==> src/verilog/gpdt_defs.svh <==
`ifndef GPDT_DEFS_SVH
`define GPDT_DEFS_SVH

// Register indices; byte address is four times the index
`define GPDT_RELOAD_IDX 8'ha0
`define GPDT_ISRC_IDX 8'ha2
`define GPDT_CTL_IDX 8'ha3
`define GPDT_IMASK_IDX 8'ha5

`define GPDT_RELOAD_RST 16'hffff
`define GPDT_ISRC_RST 1'b0
`define GPDT_IMASK_RST 1'b0

`define GPDT_UFLOW_BIT 0
`define GPDT_CTL_ENABLE_BIT 0
`define GPDT_CTL_RESET_BIT 1
`define GPDT_CTL_STOP_BIT 2
`define GPDT_CTL_STATUS_BIT 7

`define GPDT_CLK_PERIOD_NS 8
`define GPDT_TICK_TIME_US 1000
`define GPDT_SETTLE_TIME_US 200
`define GPDT_TICK_CYCLES ((`GPDT_TICK_TIME_US * 1000) / `GPDT_CLK_PERIOD_NS)
`define GPDT_SETTLE_CYCLES \
	((`GPDT_SETTLE_TIME_US * 1000 + `GPDT_CLK_PERIOD_NS - 1) / `GPDT_CLK_PERIOD_NS)

`endif

==> src/verilog/gpdt_pkg.sv <==
package gpdt_pkg;
	typedef enum logic [1:0] {
		GPDT_IDLE,
		GPDT_RUN,
		GPDT_RESETTING,
		GPDT_HALTING
	} gpdt_state_t;
endpackage

==> src/verilog/gpdt_time_if.sv <==
`timescale 1ns/1ns
interface gpdt_time_if;
	logic run;
	logic tick;
	logic settle_start;
	logic settle_done;
	modport core (output run, output settle_start, input tick, input settle_done);
	modport ticker (input run, output tick);
	modport settler (input settle_start, output settle_done);
endinterface

==> src/verilog/gpdt_tick.sv <==
`timescale 1ns/1ns
module gpdt_tick
	import gpdt_pkg::*;
#(
	parameter int TICK_CYCLES = 125000
)
(
	input wire logic clk_sys_in,
	input wire logic rst_b_in,
	gpdt_time_if.ticker tif
);
	localparam int CW = $clog2(TICK_CYCLES);

	initial
	begin
		if (TICK_CYCLES < 2)
			$error("gpdt_tick: TICK_CYCLES must be at least 2");
	end

	logic [CW-1:0] cnt_reg;
	logic tick_reg;
	wire last = (cnt_reg == CW'(TICK_CYCLES - 1));

	// Prescaler restarts whenever counting pauses, so every interval is a whole millisecond
	always_ff @(posedge clk_sys_in or negedge rst_b_in)
	begin
		if (!rst_b_in)
		begin
			cnt_reg <= '0;
			tick_reg <= 1'b0;
		end
		else
		begin
			cnt_reg <= (!tif.run || last) ? '0 : cnt_reg + CW'(1);
			tick_reg <= tif.run && last;
		end
	end

	assign tif.tick = tick_reg;
endmodule

==> src/verilog/gpdt_settle.sv <==
`timescale 1ns/1ns
module gpdt_settle
	import gpdt_pkg::*;
#(
	parameter int SETTLE_CYCLES = 25000
)
(
	input wire logic clk_sys_in,
	input wire logic rst_b_in,
	gpdt_time_if.settler tif
);
	localparam int CW = $clog2(SETTLE_CYCLES + 1);

	initial
	begin
		if (SETTLE_CYCLES < 1)
			$error("gpdt_settle: SETTLE_CYCLES must be at least 1");
	end

	logic [CW-1:0] cnt_reg;
	logic busy_reg;
	logic done_reg;
	wire last = busy_reg && (cnt_reg == CW'(SETTLE_CYCLES - 1));

	// A new start restarts the wait in full
	always_ff @(posedge clk_sys_in or negedge rst_b_in)
	begin
		if (!rst_b_in)
		begin
			cnt_reg <= '0;
			busy_reg <= 1'b0;
			done_reg <= 1'b0;
		end
		else
		begin
			cnt_reg <= (tif.settle_start || last) ? '0 : (busy_reg ? cnt_reg + CW'(1) : cnt_reg);
			busy_reg <= tif.settle_start || (busy_reg && !last);
			done_reg <= last && !tif.settle_start;
		end
	end

	assign tif.settle_done = done_reg;
endmodule

==> src/verilog/gpdt_timer.sv <==
// Chosen here: register access over APB.
`timescale 1ns/1ns
`include "gpdt_defs.svh"
module gpdt_timer
	import gpdt_pkg::*;
#(
	parameter int ADDR_W = 12,
	parameter int TICK_CYCLES = `GPDT_TICK_CYCLES,
	parameter int SETTLE_CYCLES = `GPDT_SETTLE_CYCLES
)
(
	input wire logic clk_sys_in,
	input wire logic rst_b_in,
	input wire logic psel_in,
	input wire logic penable_in,
	input wire logic pwrite_in,
	input wire logic [ADDR_W-1:0] paddr_in,
	input wire logic [31:0] pwdata_in,
	output logic [31:0] prdata_out,
	output logic pready_out,
	output logic pslverr_out,
	output logic timer_interrupt_indication_out,
	output logic irq_out
);
	initial
	begin
		if (ADDR_W < 10 || ADDR_W > 32)
			$error("gpdt_timer: ADDR_W must lie in 10..32");
	end

	function automatic logic [ADDR_W-1:0] reg_addr(input logic [7:0] idx);
		reg_addr = ADDR_W'({idx, 2'b00});
	endfunction

	gpdt_time_if tif();

	gpdt_tick #(
		.TICK_CYCLES(TICK_CYCLES)
	) u_tick (
		.clk_sys_in(clk_sys_in),
		.rst_b_in(rst_b_in),
		.tif(tif.ticker)
	);

	gpdt_settle #(
		.SETTLE_CYCLES(SETTLE_CYCLES)
	) u_settle (
		.clk_sys_in(clk_sys_in),
		.rst_b_in(rst_b_in),
		.tif(tif.settler)
	);

	gpdt_state_t state_reg;
	gpdt_state_t state_next;
	logic [15:0] reload_reg;
	logic [15:0] count_reg;
	logic [15:0] count_next;
	logic enable_reg;
	logic enable_next;
	logic stop_reg;
	logic uflow_reg;
	logic mask_reg;
	logic [31:0] prdata_reg;
	logic [31:0] rdata;

	// Bus decode
	wire setup = psel_in && !penable_in;
	wire access = psel_in && penable_in;
	wire sel_reload = (paddr_in == reg_addr(`GPDT_RELOAD_IDX));
	wire sel_isrc = (paddr_in == reg_addr(`GPDT_ISRC_IDX));
	wire sel_ctl = (paddr_in == reg_addr(`GPDT_CTL_IDX));
	wire sel_mask = (paddr_in == reg_addr(`GPDT_IMASK_IDX));
	wire mapped = sel_reload || sel_isrc || sel_ctl || sel_mask;
	wire wr = access && pwrite_in;
	wire wr_reload = wr && sel_reload;
	wire wr_isrc = wr && sel_isrc;
	wire wr_ctl = wr && sel_ctl;
	wire wr_mask = wr && sel_mask;
	wire wr_reset = wr_ctl && pwdata_in[`GPDT_CTL_RESET_BIT];

	// Timer events
	wire running = (state_reg == GPDT_RUN);
	wire resetting = (state_reg == GPDT_RESETTING);
	wire status = running || (state_reg == GPDT_HALTING);
	wire step = running && tif.tick;
	// A zero count is treated like one, so a tick on it never wraps through all ones
	wire underflow = step && (count_reg <= 16'h0001);
	wire stop_uflow = underflow && stop_reg;
	// Flag waits for the halt to settle when stopping, else sets at once
	wire uflow_set = (state_reg == GPDT_HALTING && tif.settle_done)
		|| (underflow && !stop_reg);
	wire uflow_clr = wr_isrc && pwdata_in[`GPDT_UFLOW_BIT];
	wire uflow_next = uflow_set || (uflow_reg && !uflow_clr);

	assign tif.run = running;
	// The settle wait models the slow propagation of reset and halt
	assign tif.settle_start = wr_reset || stop_uflow;

	always_comb
	begin
		state_next = state_reg;
		if (wr_reset)
			state_next = GPDT_RESETTING;
		else
		begin
			case (state_reg)
				GPDT_IDLE:
				begin
					if (enable_reg)
						state_next = GPDT_RUN;
				end
				GPDT_RUN:
				begin
					if (stop_uflow)
						state_next = GPDT_HALTING;
					else if (!enable_reg)
						state_next = GPDT_IDLE;
				end
				GPDT_RESETTING:
				begin
					if (tif.settle_done)
						state_next = GPDT_IDLE;
				end
				GPDT_HALTING:
				begin
					if (tif.settle_done)
						state_next = GPDT_IDLE;
				end
				default:
					state_next = GPDT_IDLE;
			endcase
		end
	end

	always_comb
	begin
		count_next = count_reg;
		if (wr_reset)
			count_next = reload_reg;
		// An empty count (after reset or a halt) starts from the reload value
		else if (state_reg == GPDT_IDLE && enable_reg && count_reg == 16'h0000)
			count_next = reload_reg;
		else if (stop_uflow)
			count_next = 16'h0000;
		else if (underflow)
			count_next = reload_reg;
		else if (step)
			count_next = count_reg - 16'h0001;
	end

	// Hardware clear on underflow with stop set wins over a software write in the same cycle
	always_comb
	begin
		enable_next = enable_reg;
		if (wr_ctl)
			enable_next = pwdata_in[`GPDT_CTL_ENABLE_BIT];
		if (stop_uflow)
			enable_next = 1'b0;
	end

	// Read data is latched in the setup phase and stands through the access phase
	always_comb
	begin
		rdata = 32'h0000_0000;
		if (sel_reload)
			rdata[15:0] = reload_reg;
		else if (sel_isrc)
			rdata[`GPDT_UFLOW_BIT] = uflow_reg;
		else if (sel_mask)
			rdata[`GPDT_UFLOW_BIT] = mask_reg;
		else if (sel_ctl)
		begin
			rdata[`GPDT_CTL_STATUS_BIT] = status;
			rdata[`GPDT_CTL_STOP_BIT] = stop_reg;
			rdata[`GPDT_CTL_RESET_BIT] = resetting;
			rdata[`GPDT_CTL_ENABLE_BIT] = enable_reg;
		end
	end

	always_ff @(posedge clk_sys_in or negedge rst_b_in)
	begin
		if (!rst_b_in)
		begin
			state_reg <= GPDT_IDLE;
			count_reg <= 16'h0000;
			enable_reg <= 1'b0;
			uflow_reg <= `GPDT_ISRC_RST;
		end
		else
		begin
			state_reg <= state_next;
			count_reg <= count_next;
			enable_reg <= enable_next;
			uflow_reg <= uflow_next;
		end
	end

	// Reload is not guarded during reset: software keeps off it until bit 1 clears
	always_ff @(posedge clk_sys_in or negedge rst_b_in)
	begin
		if (!rst_b_in)
		begin
			reload_reg <= `GPDT_RELOAD_RST;
			stop_reg <= 1'b0;
			mask_reg <= `GPDT_IMASK_RST;
			prdata_reg <= 32'h0000_0000;
		end
		else
		begin
			if (wr_reload)
				reload_reg <= pwdata_in[15:0];
			if (wr_ctl)
				stop_reg <= pwdata_in[`GPDT_CTL_STOP_BIT];
			if (wr_mask)
				mask_reg <= pwdata_in[`GPDT_UFLOW_BIT];
			if (setup)
				prdata_reg <= rdata;
		end
	end

	assign prdata_out = prdata_reg;
	assign pready_out = 1'b1;
	assign pslverr_out = access && !mapped;
	assign timer_interrupt_indication_out = uflow_reg;
	assign irq_out = uflow_reg && mask_reg;
endmodule

==> config.mk <==
export PLATFORM = sky130hd
export DESIGN_NAME = gpdt_timer
export DESIGN_NICKNAME = d
export VERILOG_FILES = /design/src/verilog/gpdt_pkg.sv /design/src/verilog/gpdt_time_if.sv /design/src/verilog/gpdt_tick.sv /design/src/verilog/gpdt_settle.sv /design/src/verilog/gpdt_timer.sv
export VERILOG_INCLUDE_DIRS = /design/src /design/src/verilog
export SDC_FILE = /design/constraint.sdc
export NUM_CORES = 1
export LEC_CHECK = 0
export ABC_AREA = 1
export BUFFER_PORTS_ARGS = -buffer_cell sky130_fd_sc_hd__buf_2
export CAP_MARGIN = 0
export CORE_ASPECT_RATIO = 1.1
export CORE_UTILIZATION = 30
export DETAILED_ROUTE_END_ITERATION = 10
export MAX_ROUTING_LAYER = met4
export PLACE_DENSITY_LB_ADDON = 0.15
export SYNTH_ARGS = -nofsm -noshare
export SYNTH_HDL_FRONTEND = slang
export SYNTH_SLANG_ARGS = --single-unit
export TNS_END_PERCENT = 50
==> constraint.sdc <==
create_clock -name clk_sys_in -period 5 [get_ports clk_sys_in]
set_input_delay 0.75 -clock clk_sys_in [delete_from_list [all_inputs] [get_ports clk_sys_in]]
set_output_delay 0.75 -clock clk_sys_in [all_outputs]
set_load 0.01 [all_outputs]
# [Yosys cells after proc, flatten, opt, wreduce, memory -nomap -nowiden]
# Cells that the tools add are included.
[word_totals] input_bits=49 register_bits=89
[classes] n_mux=28 add_sub_neg=3 n_eq_ne=12 magnitude_cmp=1 reduce_logical=47
[op_table] op="$mux W16" count=5
[op_table] op="$eq A12 B10 Y1 const B" count=4
[op_table] op="$mux W15" count=2
[op_table] op="$logic_and A1 B1 Y1" count=23
[op_table] op="$add A17 B1 Y17 const B" count=1
[op_table] op="$eq A17 B17 Y1 const B" count=1
[op_table] op="$mux W17" count=1
[op_table] op="$le A16 B1 Y1 const B" count=1
[op_table] op="$logic_not A16 Y1" count=1
[op_table] op="$sub A16 B1 Y16 const B" count=1
[op_table] op="$add A15 B1 Y15 const B" count=1
[op_table] op="$eq A15 B15 Y1 const B" count=1
[op_table] op="$mux W2" count=7
[op_table] op="$logic_or A1 B1 Y1" count=10
[op_table] op="$mux W1" count=8
[op_table] op="$mux W8" count=1
[op_table] op="$logic_not A1 Y1" count=7
[op_table] op="$mux W3" count=2
[op_table] op="$pmux W2 S3" count=1
[op_table] op="$reduce_bool A5 Y1" count=1
[op_table] op="$eq A2 B2 Y1 const B" count=2
[op_table] op="$mux W4" count=1
[op_table] op="$ne A4 B3 Y1 const B" count=1
[op_table] op="$reduce_bool A2 Y1" count=2
[op_table] op="other kinds (6)" count=6

# [Longest topological paths before layout]
[logic_depth] ltp_word=7 depth_mapped=12 mapped_depth_nobuf=12

# [Hierarchy]
# A second synthesis with hierarchy kept.
[hier_totals] cells_unflattened=702 hier_area_um2=5290.1
[by_module_without_submodules] mod="gpdt_timer" instances=1 area_each_um2=3245.6 cells_per_inst=426
[by_module_without_submodules] mod="gpdt_settle" instances=1 area_each_um2=1061.0 cells_per_inst=142
[by_module_without_submodules] mod="gpdt_tick" instances=1 area_each_um2=983.4 cells_per_inst=134

# [Worst setup path before layout]
# No wires, ideal clock.
[synth_timing] kind="in2out" from="in paddr_in[7]" to="out pslverr_out" t_required_ps=4250 slack_ps=2804 stages=5 n_path_buf=0 arrival_ps=1446 path_cell_list="inv_1 -> nor2_1 -> nand4_1 -> nor2_1 -> nor4_1"
[synth_via] elab_chain_cells=6 word_cells_on_any_way=9 cone_classes="4 x eq/ne; 5 x reduce/logical"
[synth_lines] element="start: declaration" line_no="gpdt_timer.sv:17" source="input wire logic [ADDR_W-1:0] paddr_in,"
[synth_lines] element="$eq A12 B10 Y1 (on tied branches)" line_no="gpdt_timer.sv:69, gpdt_timer.sv:70"
[synth_lines] element="$logic_or A1 B1 Y1 (2 in series)" line_no="gpdt_timer.sv:73" source="wire mapped = sel_reload || sel_isrc || sel_ctl || sel_mask;"
[synth_lines] element="$logic_or A1 B1 Y1 *" line_no="gpdt_timer.sv:73"
[synth_lines] element="$logic_not A1 Y1 *" line_no="gpdt_timer.sv:223" source="assign pslverr_out = access && !mapped;"
[synth_lines] element="$logic_and A1 B1 Y1 *" line_no="gpdt_timer.sv:223"
[synth_lines] element="end: declaration" line_no="gpdt_timer.sv:21" source="output logic pslverr_out,"
# Every way passes the cells marked *; elsewhere a longest branch is shown, timed or not.

# [Final worst setup path]
[layout_timing] from="in paddr_in[11]" to="out pslverr_out"
# Same word-level chain as after synthesis.

==> metrics.cfg <==
[route]
drcViolationCount=0
totalWireLength_mm=13.3
antenna_left=0
first_pass_iters=4
dr_total_vias=4567
routedWlPerCell_um=13.6
first_iter_violations=278
drt-vias-per-instance=4.65

[global_route]
grt_max_degree=49
antenna_found_initial=1
grt_pass1_wl_mm=22.6
grt_pass1_vias=4575
grt_util_all_layers_pct=16.1
overflow=0

[floorplanning]
dieHeight_um=143
start_util_pct=30.6
dieArea_um2=18700
num_rows=51
pin_count=85
core_area_um2=17700
die_x_um=130

[placement]
portBuffers=51
globalplace.congestion=0.869
dp_cells=966
dp_hpwl_mm=9.96

[synthesis]
ys_seq_area_share_pct=41.4
synth_area_leaders=dfrtp_1, nand2_1, dfstp_2
yosysMostFrequentCell=nand2_1
ys_ff_latch=89
async_reset_ff_share_pct=100
avgSynthCellArea_um2=7.84
ys_types=43
yosys_most_used_dff=dfrtp_1
yosys.area.top_type=dfrtp_1
yosys-top-cells-count=nand2_1, dfrtp_1, nor2_1, inv_1, nand3_1
yosysWarnings=0
syn_area_um2=5430
postSynthCellCount=693
synth-edff-count=0
synth_top_area_share_pct=33.6

[sta]
rsz0062_at_grt=false
drv_slew=0
finalSetupViolations=0
fin_skew_ns=0.00815
fin_tns_setup_ns=0
worstMarginPinSlew_ns=0.743
final-hold-violation-count=0
fin_crit_sh_pct=50.2
period_needed_ns=2.51
max_freq_mhz=399
max-slew-margin-rel_pct=50.3

[cells_and_area]
fin_cells=983
drive_gt1_share_pct=17.6
area_growth_pct=13.2
largest_reg_flops=17
utilization_pct=34.7
fin_nets=792
num-fill-cells=1913

[critical_path]
cp-startpoint=paddr_in[11]
r2r_start=count_reg[0]$_DFFE_PN0P_
cp_top_family=simple AND/OR/NAND/NOR gates
crit_required_ns=4.25
crit_chain=buf_2, nor3_1, nand4_1, nor2_1, nor4_1, buf_2
worstSetupPathType=in2out
startpoint_type=input pin
worst-path-max-fanout=3
crit_path_frequent_cell=buf_2
cp-end-kind=output pin
slowest_delay_ns=0.27
critical_path_arrival_ns=1.76
crit_buf_inv=2
crit_slowest_cell=nor2_1

[power_and_ir_drop]
max-vdd-ir-drop_mv=0.169
p_leak_nw=2.92
p_int_mw=1.23
pwr-share-seq_pct=47.0
swShare_pct=24.3
combPwrFrac_pct=6.1
power.total_mw=1.62
p_sw_mw=0.394
clkPwrFrac_pct=46.9
power.density_nw_per_um2=263

[clock_network]
h-tree-depth=3
post_cts_resized=0
cts_tree=done
clock_latency_ns=0.35
clockBufferDepth=2
post_cts_buffers=0
clkSinkCount=89
cts-root-buf=clkbuf_16
path_clk_slew_ns=0.07
cts_buffers=9
cts-hold-fix-buffers=0

[status]
outcome=complete, no violations

[flow_run]
maxCapViolCount=0

[min_path]
hp-class=in2async

[layout by cell type (no fill, tap or decap), types with 2 or more instances in the layout]
cell,Yosys,routed
a21oi_1,3,3
a31oi_1,2,2
buf_2,5,50
buf_4,18,2
bufinv_16,0,2
clkbuf_16,0,9
conb_1,2,17
dfrtp_1,73,73
dfstp_2,16,16
ha_1,4,4
inv_1,53,53
inv_2,2,2
mux2_2,8,8
mux2_4,6,6
nand2_1,219,219
nand2_2,6,6
nand2_4,3,3
nand3_1,48,48
nand3_2,4,4
nand3_4,2,2
nand3b_1,13,13
nand4_1,28,28
nor2_1,73,73
nor2_2,3,3
nor2_4,7,7
nor3_1,15,15
nor3b_1,4,4
nor4_1,8,8
o211ai_1,2,2
o21ai_0,17,17
o31ai_1,6,6
xnor2_1,3,3
xor2_1,22,22
[cell families after synthesis]
family                   count (synthesis)  share of synthesized area (%)
AND/OR/NAND/NOR                        437                           38.1
other                                    2                          0.138
multiplexers                            14                           3.32
adder cells (fa/ha/maj)                  4                          0.921
buffers and inverters                   89                           8.24
AO/OA/AOI/OAI                           33                           3.85
XOR/XNOR                                25                           4.03
flip-flops                              89                           41.4
[through the flow]
| step | area (um^2) | worst slack, ns | hold slack, ns |
|---|---|---|---|
| 2_1_floorplan | 5490 | 2.80 | 0.433 |
| 3_3_place_gp | 5820 | 2.49 | 0.449 |
| 3_5_place_dp | 5820 | 2.49 | 0.454 |
| 4_1_cts | 6150 | 2.49 | 0.398 |
| 5_1_grt | 6150 | 2.36 | 0.428 |
| 6_report | 6150 | 2.49 | 0.379 |
[final cells by class]
type	instances	area (um^2)	area share (%)
well taps	238	298	4.84
clock inverters	6	90.1	1.46
inverters	57	216	3.52
multi-input cells	530	2790	45.4
flip-flops and latches	89	2250	36.5
clock buffers	10	239	3.88
diodes	1	2.50	0.0407
repair buffers	52	265	4.31
[path summary, 6_finish.rpt]
| kind | endpoint | slack, ns | cells past startpoint |
|---|---|---|---|
| setup / recovery | pslverr_out | 2.49 | 6 |
| max in group asynchronous | count_reg[2]$_DFFE_PN0P_ | 3.59 | 2 |
| setup reg to reg | count_reg[15]$_DFFE_PN0P_ | 2.77 | 10 |
| hold reg to reg | u_tick.cnt_reg[0]$_DFF_PN0_ | 0.46 | 1 |
| hold / removal | prdata_out[8]$_DFFE_PN0P_ | 0.38 | 1 |
| min in group clk_sys_in | u_tick.cnt_reg[0]$_DFF_PN0_ | 0.46 | 1 |
[per-layer routing]
metal | wire length [um] | part of all wire (%) | track usage, % | vias up
met5 | 0 | 0 | - | -
li1 | - | - | - | 2316
met4 | 231 | 1.7 | 5.26 | 0
met2 | 6680 | 50 | 27.6 | 75
met1 | 5920 | 44 | 18.7 | 2162
met3 | 494 | 3.7 | 3.30 | 14
[worst reg2reg max path, stage by stage (launching register included)]
cell and delay (ns):
dfrtp_1 0.39, inv_1 0.11, ha_1 0.26, nand2_4 0.13, nor2_4 0.08, nand3_2 0.26
nand2_4 0.14, nor2_4 0.39, inv_4 0.18, nand3_1 0.14, nand2_1 0.06
[power by group through the flow]
stage | sequential [mW] | clock [mW] | combinational (mW)
final | 0.761 | 0.760 | 0.0987
after global routing | 0.764 | 0.814 | 0.115
after CTS | 0.761 | 0.791 | 0.101
after detailed placement | 0.773 | 0 | 0.102
after global placement | 0.774 | 0 | 0.0997
after floorplan | 0.767 | 0 | 0.0683
(Power assumes the default switching activity.)
